`config.mk`:
```
export PLATFORM = sky130hd
export DESIGN_NAME = fws_host_ctrl
export DESIGN_NICKNAME = d
export VERILOG_FILES = /design/src/fws_pkg.sv /design/src/fws_sync3.sv /design/src/fws_host_ctrl.sv
export SDC_FILE = /design/constraint.sdc
export NUM_CORES = 1
export LEC_CHECK = 0
export ABC_AREA = 1
export ABC_CLOCK_PERIOD_IN_PS = 6710
export BUFFER_PORTS_ARGS = -buffer_cell sky130_fd_sc_hd__buf_2
export CORE_MARGIN = 3
export CORE_UTILIZATION = 28
export CTS_BUF_LIST = sky130_fd_sc_hd__clkbuf_8
export CTS_CLUSTER_SIZE = 40
export DETAILED_ROUTE_END_ITERATION = 12
export GPL_TIMING_DRIVEN = 1
export PLACE_DENSITY = 0.48
export SKIP_CTS_REPAIR_TIMING = 1
export SLEW_MARGIN = 20
export SYNTH_ARGS = -nofsm -noshare
export SYNTH_HDL_FRONTEND = slang
export SYNTH_SLANG_ARGS = --single-unit
```
`constraint.sdc`:
```
create_clock -name ref_clk -period 6.71 [get_ports ref_clk]
set_input_delay 1.342 -clock ref_clk [delete_from_list [all_inputs] [get_ports ref_clk]]
set_output_delay 1.342 -clock ref_clk [all_outputs]
set_load 0.02 [all_outputs]
```
`src/fws_pkg.sv`:
```
// package: constants, types and register map of the flash command host
package fws_pkg;

   // ************************************************************
   // timing
   // ************************************************************
   localparam int unsigned CLK_MHZ    = 100;
   localparam int unsigned WE_LOW_NS  = 40;
   localparam int unsigned OE_LOW_NS  = 70;
   localparam int unsigned SYNC_CYC   = 3;
   localparam int unsigned WE_LOW_CYC = (WE_LOW_NS * CLK_MHZ + 999) / 1000;
   localparam int unsigned OE_LOW_CYC = (OE_LOW_NS * CLK_MHZ + 999) / 1000 + SYNC_CYC;

   // ************************************************************
   // register map and fields
   // ************************************************************
   localparam logic [7:0] OFS_CTRL   = 8'h00;
   localparam logic [7:0] OFS_ADDR   = 8'h04;
   localparam logic [7:0] OFS_WDATA  = 8'h08;
   localparam logic [7:0] OFS_STATUS = 8'h0c;
   localparam logic [7:0] OFS_RDATA  = 8'h10;
   localparam int ST_BUSY     = 0;
   localparam int ST_REFUSED  = 1;
   localparam int ST_FAIL     = 2;
   localparam int ST_TOGGLING = 3;
   localparam int ST_RDY      = 4;
   localparam int ST_AUTOSEL  = 5;
   localparam int ST_BYPASS   = 6;
   localparam int ST_ERASING  = 7;
   localparam int ST_SUSP     = 8;
   localparam int BANK_LSB    = 12;
   localparam int BIT_TOG     = 6;
   localparam int BIT_FAIL    = 5;

   // ************************************************************
   // command cycle values
   // ************************************************************
   localparam logic [10:0] UNLK_A1   = 11'h555;
   localparam logic [10:0] UNLK_A2   = 11'h2aa;
   localparam logic [10:0] CFI_A     = 11'h055;
   localparam logic [7:0]  UNLK_D1   = 8'haa;
   localparam logic [7:0]  UNLK_D2   = 8'h55;
   localparam logic [7:0]  C_RESET   = 8'hf0;
   localparam logic [7:0]  C_PROG    = 8'ha0;
   localparam logic [7:0]  C_ERASE   = 8'h80;
   localparam logic [7:0]  C_SECT    = 8'h30;
   localparam logic [7:0]  C_CHIP    = 8'h10;
   localparam logic [7:0]  C_SUSP    = 8'hb0;
   localparam logic [7:0]  C_RESUME  = 8'h30;
   localparam logic [7:0]  C_AUTOSEL = 8'h90;
   localparam logic [7:0]  C_BYP     = 8'h20;
   localparam logic [7:0]  C_BYP_X2  = 8'h00;
   localparam logic [7:0]  C_CFI     = 8'h98;
   localparam logic [7:0]  C_UNPROT  = 8'h77;

   typedef enum logic [3:0] {
      OP_READ = 4'h0, OP_RESET = 4'h1, OP_PROG = 4'h2, OP_SECT = 4'h3,
      OP_CHIP = 4'h4, OP_SUSP = 4'h5, OP_RESUME = 4'h6, OP_AUTOSEL = 4'h7,
      OP_BYP_ENTRY = 4'h8, OP_BYP_PROG = 4'h9, OP_BYP_RESET = 4'ha,
      OP_CFI = 4'hb, OP_UNPROT = 4'hc, OP_POLL = 4'hd
   } fws_op_t;

   typedef enum logic [2:0] {
      S_IDLE = 3'b000, S_SETUP = 3'b001, S_STROBE = 3'b010, S_HOLD = 3'b011,
      S_END = 3'b100
   } fws_state_t;

   typedef struct packed {
      logic        ce_n;
      logic        we_n;
      logic        oe_n;
      logic [19:0] addr;
      logic [15:0] dq_o;
      logic        dq_oe;
   } fws_pins_t;

   typedef struct packed {
      logic        last;
      logic        rd;
      logic        full_a;
      logic        ba;
      logic        pd;
      logic [10:0] a;
      logic [7:0]  d;
   } fws_cyc_t;

   typedef struct packed {
      fws_state_t  st;
      fws_op_t     op;
      logic [2:0]  idx;
      logic [3:0]  cnt;
      fws_pins_t   pins;
      logic [19:0] addr;
      logic [15:0] wdata;
      logic [15:0] rdata;
      logic [15:0] prv;
      logic [2:0]  pn;
      logic        refused;
      logic        fail;
      logic        pbusy;
      logic        autosel;
      logic        bypass;
      logic        erase_on;
      logic        sect;
      logic        susp;
      logic        done;
      logic [31:0] prdata;
      logic        pready;
      logic        pslverr;
   } fws_st_t;

   localparam fws_st_t ST_RESET = '{st: S_IDLE, op: OP_READ,
      pins: '{ce_n: 1'b1, we_n: 1'b1, oe_n: 1'b1, addr: 20'h00000, dq_o: 16'h0000,
              dq_oe: 1'b0},
      default: '0};

endpackage : fws_pkg

```
`src/fws_sync3.sv`:
```
// three-stage pin synchroniser with agreement filter
`timescale 1ns/1ps
module fws_sync3 #(
   parameter int W = 17
) (
   input  wire logic         ref_clk,
   input  wire logic         rst_s_b,
   input  wire logic [W-1:0] d_in,
   output logic [W-1:0]      q_out
);
   typedef struct packed {
      logic [W-1:0] s1;
      logic [W-1:0] s2;
      logic [W-1:0] s3;
      logic [W-1:0] q;
   } fws_sync_t;

   fws_sync_t r;
   fws_sync_t n;

   // stage one feeds only stage two; a bit moves once stages two and three agree
   always_comb begin
      n    = r;
      n.s1 = d_in;
      n.s2 = r.s1;
      n.s3 = r.s2;
      for (int i = 0; i < W; i++) begin
         if (r.s2[i] == r.s3[i]) begin
            n.q[i] = r.s3[i];
         end
      end
   end

   always_ff @(posedge ref_clk or negedge rst_s_b) begin
      if (!rst_s_b) begin
         r <= '0;
      end else begin
         r <= n;
      end
   end

   assign q_out = r.q;

endmodule : fws_sync3

```
`src/fws_host_ctrl.sv`:
```
// host controller that issues flash command sequences and reads back status
`timescale 1ns/1ps
//
// Contract
// address set up before write strobe falls, held through the cycle
// write data held steady until after write strobe rises
// sector erase and verify take sector bits from upper address
// every command cycle is a write except plain read and autoselect fourth
// upper data byte driven zero on command cycles
// upper address bits zero unless bank or sector is needed
// reset command leaves autoselect and follows a timing failure
// autoselect fourth cycle is a read carrying the bank address
// protect verify read returns 00h or 01h, passed through as read data
// bypass program only after bypass entry; bypass reset leaves bypass
// suspend only during sector erase, with bank address; limited ops while suspended
// query command only when not erasing
// unprotect may persist under suspend; host keeps no unprotect state
// polling bit shows inverse of written bit while programming
// protected program target shows brief busy status then array data
// polling bit zero while erasing, one after erase or suspend
// all-protected erase shows busy status then array reads
// after toggling stops, re-read before trusting the data byte
// ready/busy low while program or erase is active
// toggle bit one flips on each read while operation runs
// toggle bit one stops in suspend, runs again for suspended program
// toggle bit one valid from final write strobe rise
// toggle bit two flips for sectors selected for erase
// bit five high marks a timing failure
// bit three high once erase time-out expires
// status appears only for reads to the busy bank
module fws_host_ctrl (
   input  wire logic                ref_clk,
   input  wire logic                rst_b,
   input  wire logic                psel,
   input  wire logic                penable,
   input  wire logic                pwrite,
   input  wire logic [7:0]          paddr,
   input  wire logic [31:0]         pwdata,
   output logic [31:0]              prdata,
   output logic                     pready,
   output logic                     pslverr,
   output fws_pkg::fws_pins_t       flash_o,
   input  wire logic [15:0]         dq_i,
   input  wire logic                ready_busy_out
);
   // ************************************************************
   // reset release and pin synchronisers
   // ************************************************************
   logic [1:0]       rst_q;
   logic             rst_s_b;
   logic [16:0]      pin_s;
   fws_pkg::fws_st_t r;
   fws_pkg::fws_st_t n;
   fws_pkg::fws_cyc_t cy;
   logic [19:0]      ca;
   logic [15:0]      cd;
   logic             wr;
   fws_pkg::fws_op_t wop;

   always_ff @(posedge ref_clk or negedge rst_b) begin
      if (!rst_b) begin
         rst_q <= 2'b00;
      end else begin
         rst_q <= {rst_q[0], 1'b1};
      end
   end
   assign rst_s_b = rst_q[1];

   fws_sync3 #(.W(17)) u_sync (
      .ref_clk (ref_clk),
      .rst_s_b (rst_s_b),
      .d_in    ({ready_busy_out, dq_i}),
      .q_out   (pin_s)
   );

   // ************************************************************
   // command cycle table
   // ************************************************************
   function automatic fws_pkg::fws_cyc_t cyc_of(input fws_pkg::fws_op_t op,
                                                input logic [2:0] i);
      fws_pkg::fws_cyc_t c;
      c = '0;
      if (i == 3'd0 || i == 3'd3) begin
         c.a = fws_pkg::UNLK_A1;
         c.d = fws_pkg::UNLK_D1;
      end else if (i == 3'd1 || i == 3'd4) begin
         c.a = fws_pkg::UNLK_A2;
         c.d = fws_pkg::UNLK_D2;
      end else if (i == 3'd2) begin
         c.a = fws_pkg::UNLK_A1;
      end
      case (op)
         fws_pkg::OP_READ, fws_pkg::OP_POLL: begin
            c = '{last: 1'b1, rd: 1'b1, full_a: 1'b1, default: '0};
         end
         fws_pkg::OP_RESET: begin
            c = '{last: 1'b1, d: fws_pkg::C_RESET, default: '0};
         end
         fws_pkg::OP_PROG: begin
            if (i == 3'd2) c.d = fws_pkg::C_PROG;
            if (i == 3'd3) c = '{last: 1'b1, full_a: 1'b1, pd: 1'b1, default: '0};
         end
         fws_pkg::OP_SECT, fws_pkg::OP_CHIP: begin
            if (i == 3'd2) c.d = fws_pkg::C_ERASE;
            if (i == 3'd5 && op == fws_pkg::OP_SECT) begin
               c = '{last: 1'b1, full_a: 1'b1, d: fws_pkg::C_SECT, default: '0};
            end else if (i == 3'd5) begin
               c = '{last: 1'b1, a: fws_pkg::UNLK_A1, d: fws_pkg::C_CHIP, default: '0};
            end
         end
         fws_pkg::OP_SUSP: begin
            c = '{last: 1'b1, ba: 1'b1, d: fws_pkg::C_SUSP, default: '0};
         end
         fws_pkg::OP_RESUME: begin
            c = '{last: 1'b1, d: fws_pkg::C_RESUME, default: '0};
         end
         fws_pkg::OP_AUTOSEL: begin
            if (i == 3'd2) begin
               c.ba = 1'b1;
               c.d  = fws_pkg::C_AUTOSEL;
            end
            if (i == 3'd3) c = '{last: 1'b1, rd: 1'b1, full_a: 1'b1, default: '0};
         end
         fws_pkg::OP_BYP_ENTRY: begin
            if (i == 3'd2) begin
               c.d    = fws_pkg::C_BYP;
               c.last = 1'b1;
            end
         end
         fws_pkg::OP_BYP_PROG: begin
            if (i == 3'd0) c = '{d: fws_pkg::C_PROG, default: '0};
            if (i == 3'd1) c = '{last: 1'b1, full_a: 1'b1, pd: 1'b1, default: '0};
         end
         fws_pkg::OP_BYP_RESET: begin
            if (i == 3'd0) c = '{d: fws_pkg::C_AUTOSEL, default: '0};
            if (i == 3'd1) c = '{last: 1'b1, d: fws_pkg::C_BYP_X2, default: '0};
         end
         fws_pkg::OP_CFI: begin
            c = '{last: 1'b1, a: fws_pkg::CFI_A, d: fws_pkg::C_CFI, default: '0};
         end
         fws_pkg::OP_UNPROT: begin
            if (i == 3'd2) begin
               c.d    = fws_pkg::C_UNPROT;
               c.last = 1'b1;
            end
         end
         default: begin
            c = '{last: 1'b1, default: '0};
         end
      endcase
      return c;
   endfunction : cyc_of

   // which commands the mode flags allow; erase and unprotect persist past reset in the
   // device, so the host only tracks modes it can see end
   function automatic logic op_ok(input fws_pkg::fws_st_t s, input fws_pkg::fws_op_t op);
      logic ok;
      ok = 1'b1;
      if (op == fws_pkg::OP_READ || op == fws_pkg::OP_POLL || op == fws_pkg::OP_RESET) begin
         ok = 1'b1;
      end else if (s.bypass) begin
         ok = (op == fws_pkg::OP_BYP_PROG || op == fws_pkg::OP_BYP_RESET);
      end else if (s.autosel) begin
         ok = (op == fws_pkg::OP_CFI || op == fws_pkg::OP_AUTOSEL);
      end else if (s.susp) begin
         ok = (op == fws_pkg::OP_PROG || op == fws_pkg::OP_AUTOSEL ||
               op == fws_pkg::OP_RESUME);
      end else if (s.erase_on) begin
         ok = (op == fws_pkg::OP_SUSP && s.sect);
      end else begin
         ok = (op != fws_pkg::OP_BYP_PROG && op != fws_pkg::OP_BYP_RESET &&
               op != fws_pkg::OP_SUSP && op != fws_pkg::OP_RESUME);
      end
      return ok;
   endfunction : op_ok

   // ************************************************************
   // next state
   // ************************************************************
   assign cy  = cyc_of(r.op, r.idx);
   assign ca  = cy.full_a ? r.addr :
                (cy.ba ? {r.addr[19:fws_pkg::BANK_LSB], 1'b0, cy.a} : {9'h000, cy.a});
   assign cd  = cy.pd ? r.wdata : {8'h00, cy.d};
   assign wr  = psel && penable && r.pready && pwrite;
   assign wop = fws_pkg::fws_op_t'(pwdata[3:0]);

   always_comb begin
      n        = r;
      n.done   = 1'b0;
      n.pready = 1'b0;
      if (psel && !penable) begin
         n.pready  = 1'b1;
         n.pslverr = 1'b0;
         n.prdata  = 32'h00000000;
         if (paddr == fws_pkg::OFS_CTRL) begin
            n.prdata = {28'h0000000, r.op};
         end else if (paddr == fws_pkg::OFS_ADDR) begin
            n.prdata = {12'h000, r.addr};
         end else if (paddr == fws_pkg::OFS_WDATA) begin
            n.prdata = {16'h0000, r.wdata};
         end else if (paddr == fws_pkg::OFS_STATUS) begin
            n.prdata[fws_pkg::ST_BUSY]     = (r.st != fws_pkg::S_IDLE);
            n.prdata[fws_pkg::ST_REFUSED]  = r.refused;
            n.prdata[fws_pkg::ST_FAIL]     = r.fail;
            n.prdata[fws_pkg::ST_TOGGLING] = r.pbusy;
            n.prdata[fws_pkg::ST_RDY]      = pin_s[16];
            n.prdata[fws_pkg::ST_AUTOSEL]  = r.autosel;
            n.prdata[fws_pkg::ST_BYPASS]   = r.bypass;
            n.prdata[fws_pkg::ST_ERASING]  = r.erase_on;
            n.prdata[fws_pkg::ST_SUSP]     = r.susp;
         end else if (paddr == fws_pkg::OFS_RDATA) begin
            n.prdata = {16'h0000, r.rdata};
         end else begin
            n.pslverr = 1'b1;
         end
      end
      if (wr && paddr == fws_pkg::OFS_ADDR) begin
         n.addr = pwdata[19:0];
      end else if (wr && paddr == fws_pkg::OFS_WDATA) begin
         n.wdata = pwdata[15:0];
      end else if (wr && paddr == fws_pkg::OFS_CTRL && r.st == fws_pkg::S_IDLE) begin
         // a command written while a sequence runs is dropped and flagged
         n.refused = !op_ok(r, wop);
         if (op_ok(r, wop)) begin
            n.op  = wop;
            n.idx = 3'd0;
            n.pn  = 3'd0;
            n.st  = fws_pkg::S_SETUP;
            if (wop == fws_pkg::OP_POLL) begin
               n.fail  = 1'b0;
               n.pbusy = 1'b0;
            end
         end
      end else if (wr && paddr == fws_pkg::OFS_CTRL) begin
         n.refused = 1'b1;
      end

      case (r.st)
         fws_pkg::S_SETUP: begin
            n.pins.ce_n  = 1'b0;
            n.pins.addr  = ca;
            n.pins.dq_o  = cd;
            n.pins.dq_oe = !cy.rd;
            // strobe stays low for exactly the loaded count of cycles
            n.cnt        = cy.rd ? 4'(fws_pkg::OE_LOW_CYC) : 4'(fws_pkg::WE_LOW_CYC);
            n.st         = fws_pkg::S_STROBE;
         end
         fws_pkg::S_STROBE: begin
            n.pins.oe_n = !cy.rd;
            n.pins.we_n = cy.rd;
            n.cnt       = r.cnt - 4'd1;
            if (r.cnt == 4'd0) begin
               n.pins.oe_n = 1'b1;
               n.pins.we_n = 1'b1;
               n.st        = fws_pkg::S_HOLD;
               if (cy.rd) n.rdata = pin_s[15:0];
            end
         end
         fws_pkg::S_HOLD: begin
            n.pins.ce_n  = 1'b1;
            n.pins.dq_oe = 1'b0;
            n.st         = fws_pkg::S_END;
         end
         fws_pkg::S_END: begin
            n.st = fws_pkg::S_SETUP;
            n.pn = r.pn + 3'd1;
            if (r.op == fws_pkg::OP_POLL) begin
               if (r.pn == 3'd0 || r.pn == 3'd2) begin
                  n.prv = r.rdata;
               end else if (r.prv[fws_pkg::BIT_TOG] == r.rdata[fws_pkg::BIT_TOG] &&
                            r.pn != 3'd4) begin
                  n.pn = 3'd4;
               end else if (r.pn == 3'd1 && r.rdata[fws_pkg::BIT_FAIL]) begin
                  n.pn = 3'd2;
               end else if (r.pn == 3'd1) begin
                  n.pbusy = 1'b1;
                  n.done  = 1'b1;
                  n.st    = fws_pkg::S_IDLE;
               end else if (r.pn == 3'd3) begin
                  n.fail = 1'b1;
                  n.op   = fws_pkg::OP_RESET;
                  n.idx  = 3'd0;
               end else begin
                  n.done = 1'b1;
                  n.st   = fws_pkg::S_IDLE;
                  if (!r.susp) begin
                     n.erase_on = 1'b0;
                     n.sect     = 1'b0;
                  end
               end
            end else if (!cy.last) begin
               n.idx = r.idx + 3'd1;
            end else begin
               n.done = 1'b1;
               n.st   = fws_pkg::S_IDLE;
               case (r.op)
                  fws_pkg::OP_RESET:     n.autosel = 1'b0;
                  fws_pkg::OP_AUTOSEL:   n.autosel = 1'b1;
                  fws_pkg::OP_BYP_ENTRY: n.bypass  = 1'b1;
                  fws_pkg::OP_BYP_RESET: n.bypass  = 1'b0;
                  fws_pkg::OP_SECT: begin
                     n.erase_on = 1'b1;
                     n.sect     = 1'b1;
                  end
                  fws_pkg::OP_CHIP:   n.erase_on = 1'b1;
                  fws_pkg::OP_SUSP:   n.susp     = 1'b1;
                  fws_pkg::OP_RESUME: n.susp     = 1'b0;
                  default:            n.done     = 1'b1;
               endcase
            end
         end
         fws_pkg::S_IDLE: begin
            // a command accepted above leaves idle from here
         end
         default: begin
            n.st = fws_pkg::S_IDLE;
         end
      endcase
   end

   always_ff @(posedge ref_clk or negedge rst_s_b) begin
      if (!rst_s_b) begin
         r <= fws_pkg::ST_RESET;
      end else begin
         r <= n;
      end
   end

   assign prdata  = r.prdata;
   assign pready  = r.pready;
   assign pslverr = r.pslverr;
   assign flash_o = r.pins;
endmodule : fws_host_ctrl

```
# [Word level (Yosys, flattened, before mapping)]
# Cells that the tools add are included.
[totals] input_bits=62 elab_cells=292 ff_bits=237 out_inout_bits=74
[op_classes] eq_ne=69 mux=111 add_sub_neg=3 n_reduce_logical=59 bitwise=3
[ops] operator="$mux W24" count=6
[ops] operator="$pmux W15 S9" count=1
[ops] operator="$mux W32" count=3
[ops] operator="$pmux W8 S11" count=1
[ops] operator="$mux W10" count=7
[ops] operator="$mux W19" count=3
[ops] operator="$mux W8" count=6
[ops] operator="$eq A4 B4 Y1 const B" count=10
[ops] operator="$mux W20" count=2
[ops] operator="$mux W3" count=12
[ops] operator="$mux W2" count=17
[ops] operator="$mux W16" count=2
[ops] operator="$mux W1" count=30
[ops] operator="$eq A4 B3 Y1 const B" count=7
[ops] operator="$mux W7" count=4
[ops] operator="$mux W23" count=1
[ops] operator="$mux W11" count=2
[ops] operator="$reduce_bool A2 Y1" count=11
[ops] operator="$eq A1 B1 Y1" count=18
[ops] operator="$eq A3 B2 Y1 const B" count=6
[ops] operator="$mux W6" count=3
[ops] operator="$reduce_and A9 Y1" count=2
[ops] operator="$eq A8 B4 Y1 const B" count=2
[ops] operator="$reduce_and A4 Y1" count=4
[ops] operator="other kinds (30)" count=85

# [Depth between registers and ports, before layout]
[depth] depth_word=23 mapped_depth=14 depth_no_buf=14

# [Cells and area by module]
# From an unflattened synthesis, not the netlist that was laid out.
[unflattened] hier_cells=1138 area_unflattened_um2=9840.7
[modules_own_cells] module="fws_host_ctrl" area_per_inst_um2=7734.9 cells_each=985 n_inst=1 seq_area_each_um2=3557.2
[modules_own_cells] module="fws_sync3" area_per_inst_um2=2105.8 cells_each=153 n_inst=1 seq_area_each_um2=1701.6

# [Worst setup path after synthesis]
# No wires, ideal clock.
[synth_timing] kind="input to register" startpoint="in paddr[5]" endpoint="reg r[44] in the netlist's numbering" path_buffers=1 stages=9 slack_ps=4104 setup_time_ps=121 arrival_ps=2485 path_cell_list="nor2_1 > nand2_1 > nor2_2 > nand2_1 > nor3b_2 > nand2_1 > buf_2 > nand3_1 > nand2_1"
[synth_via] elab_chain_cells=5
[synth_lines] element="from (decl)" line="fws_host_ctrl.sv:37" rtl="input wire logic [7:0] paddr,"
[synth_lines] element="$logic_not A8 Y1" line="fws_host_ctrl.sv:221" rtl="end else if (wr && paddr == fws_pkg::OFS_CTRL && r.st == fws_pkg::S_IDLE) begin"
[synth_lines] element="$logic_and A1 B1 Y1 (2 in series)" line="fws_host_ctrl.sv:221"
[synth_lines] element="$reduce_bool A2 Y1 (no line)"
[synth_lines] element="$reduce_and A4 Y1 (no line) *"
[synth_lines] element="to (signal assigned)" line="fws_host_ctrl.sv:323" rtl="r <= fws_pkg::ST_RESET;"
[synth_lines] element="to (signal assigned)" line="fws_host_ctrl.sv:325" rtl="r <= n;"
[synth_lines] element="to (decl)" line="fws_host_ctrl.sv:52" rtl="fws_pkg::fws_st_t r;"
# Mark *: on every way between the ends. The rest lies on a longest branch, timed or not.
# A chain may end at the register's enable or synchronous reset.

# [Worst setup path after layout]
[layout_timing] startpoint="in paddr[5]" endpoint="reg r[92] in the netlist's numbering"
[layout_via] elab_chain_cells=4
[layout_lines] element="$eq A8 B3 Y1" line="fws_host_ctrl.sv:217" rtl="if (wr && paddr == fws_pkg::OFS_ADDR) begin"
[layout_lines] element="$logic_and A1 B1 Y1" line="fws_host_ctrl.sv:217"
[layout_lines] element="$not A1 Y1 (no line)"
[layout_lines] element="$reduce_and A2 Y1 (no line) *"
# Marks and branches as above.

==> metrics <==
status complete, no violations; Max Clock Freq 297.0 MHz; Starting Density between 20% and 30%; critical path capture point type flop; Crit. Startpoint paddr[5]; CTS tree yes; Slew Viols, Final 0; WP buf/inv 2; asr flop ratio synth 100.0%; Leak Pwr between 5 and 6 nW; Synth Flop Type dfrtp_1; initial antenna violation count 3; Initial DRT Pass Iterations 5; setup slack at placement ~2.8 ns; Routed Antenna Nets 0; Post-synth EDFFs 0; Worst EP arrival ~3.8 ns; mapped cell area between 0.009 and 0.01 mm^2; Power Dens Cells 248.4 mW/mm^2; Max VDD drop around 0.00015 V; Core Region around 0.033 mm^2; slowest stage cell, crit path nand2_1; Clock transition at path regs roughly 0.06 ns; PortBufs ~110; Slew @ Worst Pin just over 0.9 ns; Cells after Synth about 1,000; area share of the leading cell type in the synthesized netlist 54.68%; Synth warnings 0; unrepaired setup endpoints after global routing no; CP cell instances buf_2 > nor2_1 > nand2_1 > nor2_2 > nand3b_1 > inv_1 > nand2_1 > o21ai_0; Clock Tree Buf Depth 3; Synth Register Bits 210; Total Routing Usage GR approximately 14%; number of global-route vias before repair 6,903; final hold violations 0; die area between 0.03 and 0.04 mm^2; final number of setup-violating endpoints 0; CTS Buf Count 38; HPWL after DPL approximately 18,000 um; FF-to-FF Start r[164]; Synth top cells by count 230 x nand2_1, 207 x dfrtp_1, 108 x inv_1, 82 x nor2_1, 74 x buf_4; Layout Skew between 0.02 and 0.025 ns; Post-Syn Area per Cell just over 9 um^2; # clock sinks 210; count leader, synth nand2_1; worst min path class flop to asynchronous set/reset pin; RePlAce Congestion 0.8222; largest net degree at the start of global routing 185; CP max stage delay around 0.60 ns; Startpoint Class primary input; clock latency on the worst-skew pair 0.53 ns; share of cells above drive strength 1 18.01%; Layout area overhead 13.41%; post-synth cell types 47; Die Y about 190 um; largest cells by area after synthesis dfrtp_1 55%, nand2_1 9.1%, buf_4 5.9%; via/cell ratio between 4 and 5; WL final around 25,000 um; slew margin rel. between 30% and 40%; DR vias around 7,000; H-Tree Depth 2; grt ovf 0; Largest delay share family, worst path simple AND/OR/NAND/NOR gates; DRC 0; Design Power roughly 0.0027 W; DRT iter0 DRCs approximately 470; Max FO, Critical Path 32; final worst slack 3.343 ns; WS Path Type primary input to flop; cell mode on critical path nand2_1; Finished Core Util roughly a third; post-route minimum period roughly 3.4 ns; fillers about 3,500; routed length per instance about 16 um; Critical Path RT about 7.1 ns; root buf cell clkbuf_8; first-pass GRT wire length roughly 40,000 um; row count 66; maxcap violations 0; post-synthesis sequential area ratio a little under three fifths; Tcrit/Tclk final about half; post-synth top area cell dfrtp_1; Total Nets Final ~1,200; final hold slack about 0.25 ns; Setup TNS 0 ns; IO Pins ~140; Die W about 190 um
==> area by class of cell <==
| type | count | area, um^2 | area share, % |
|---|---|---|---|
| diodes | 1 | 2.502 | 0.02329 |
| clock buffers | 43 | 591.8 | 5.508 |
| clock inverters | 21 | 128.9 | 1.199 |
| inverters | 117 | 439.2 | 4.088 |
| multi-input cells | 631 | 3141 | 29.23 |
| flip-flops and latches | 210 | 5263 | 48.98 |
| well taps | 442 | 553.0 | 5.147 |
| repair buffers | 116 | 625.6 | 5.823 |
==> power breakdown <==
part	leakage (nW)	switching (W)	internal (W)	total, W
Clock	0.417	0.000532	0.000625	0.00116
Combinational	2.61	0.000106	0.0000581	0.000164
Sequential	2.62	0.0000296	0.00132	0.00135
Total	5.65	0.000668	0.00200	0.00267
==> metrics by stage <==
step	area [um^2]	instances
after global placement	9993	1515
after floorplan	9515	1058
after global routing	10740	1581
after CTS	10710	1579
after detailed placement	9993	1515
final	10740	1581
==> path summary, 6_finish.rpt <==
kind                                end  slack, ns  depth (start not counted)
max in group asynchronous   flash_o[19]       5.11                          2
max reg2reg                 flash_o[36]       3.87                         10
min reg2reg                      r[156]       0.25                          0
min in group ref_clk       u_sync.n[24]       0.35                          0
max                               r[92]       3.34                          8
min                              r[156]       0.25                          0
==> layer usage <==
metal / vias up / wire length [um] / track usage, %
li1: 3455 / - / -
met1: 3303 / 12510 / 21.03
met2: 190 / 10760 / 20.56
met3: 42 / 1565 / 3.206
met4: 2 / 471 / 3.838
met5: - / 13 / 0
==> cells in the final DEF, fill, tap and decap left out, drive strengths merged, types with 2 or more instances in the layout <==
cell type / instances
dfrtp: 207
nand2: 235
nand3b: 2
nand4: 13
nor2: 87
a21oi: 52
inv: 130
o21ai: 80
ha: 11
maj3: 17
o22ai: 12
clkinvlp: 2
buf: 116
a211oi: 3
conb: 13
a2bb2oi: 10
dfstp: 3
o21a: 2
or2: 8
o211ai: 3
clkbuf: 43
a21boi: 5
o221ai: 2
nand3: 51
clkinv: 5
nor3: 6
o31ai: 6
mux2: 4
==> state kept, by name, summed over array words and instances, names as in the netlist <==
register	flops
pslverr	1
r	78
pready	1
u_sync.n	34
u_sync.r	17
prdata	20
u_sync.q_out	17
flash_o	40
rst_q	2
==> worst register-to-register path, cell delays in order, from the launching register on <==
cell     delay [ns]
dfrtp_1        0.55
nand2_1        0.22
nor2_1         0.23
nand2_1        0.12
nand2_1        0.32
inv_2          0.18
nand3_1        0.50
inv_1          0.12
nand2_1        0.33
nand3_1        0.13
nand2_1        0.08
==> kinds of logic after synthesis <==
| kind of cell | synth area share (%) |
|---|---|
| muxes | 0.4754 |
| adders and majority gates | 3.249 |
| AOI/OAI and AO/OA | 10.75 |
| buffers and inverters | 11.78 |
| and+or+nand+nor | 18.07 |
| DFF | 55.51 |
| xor gates and xnor gates | 0.09246 |
| other | 0.07927 |
Power figures use the tool's default switching activity.
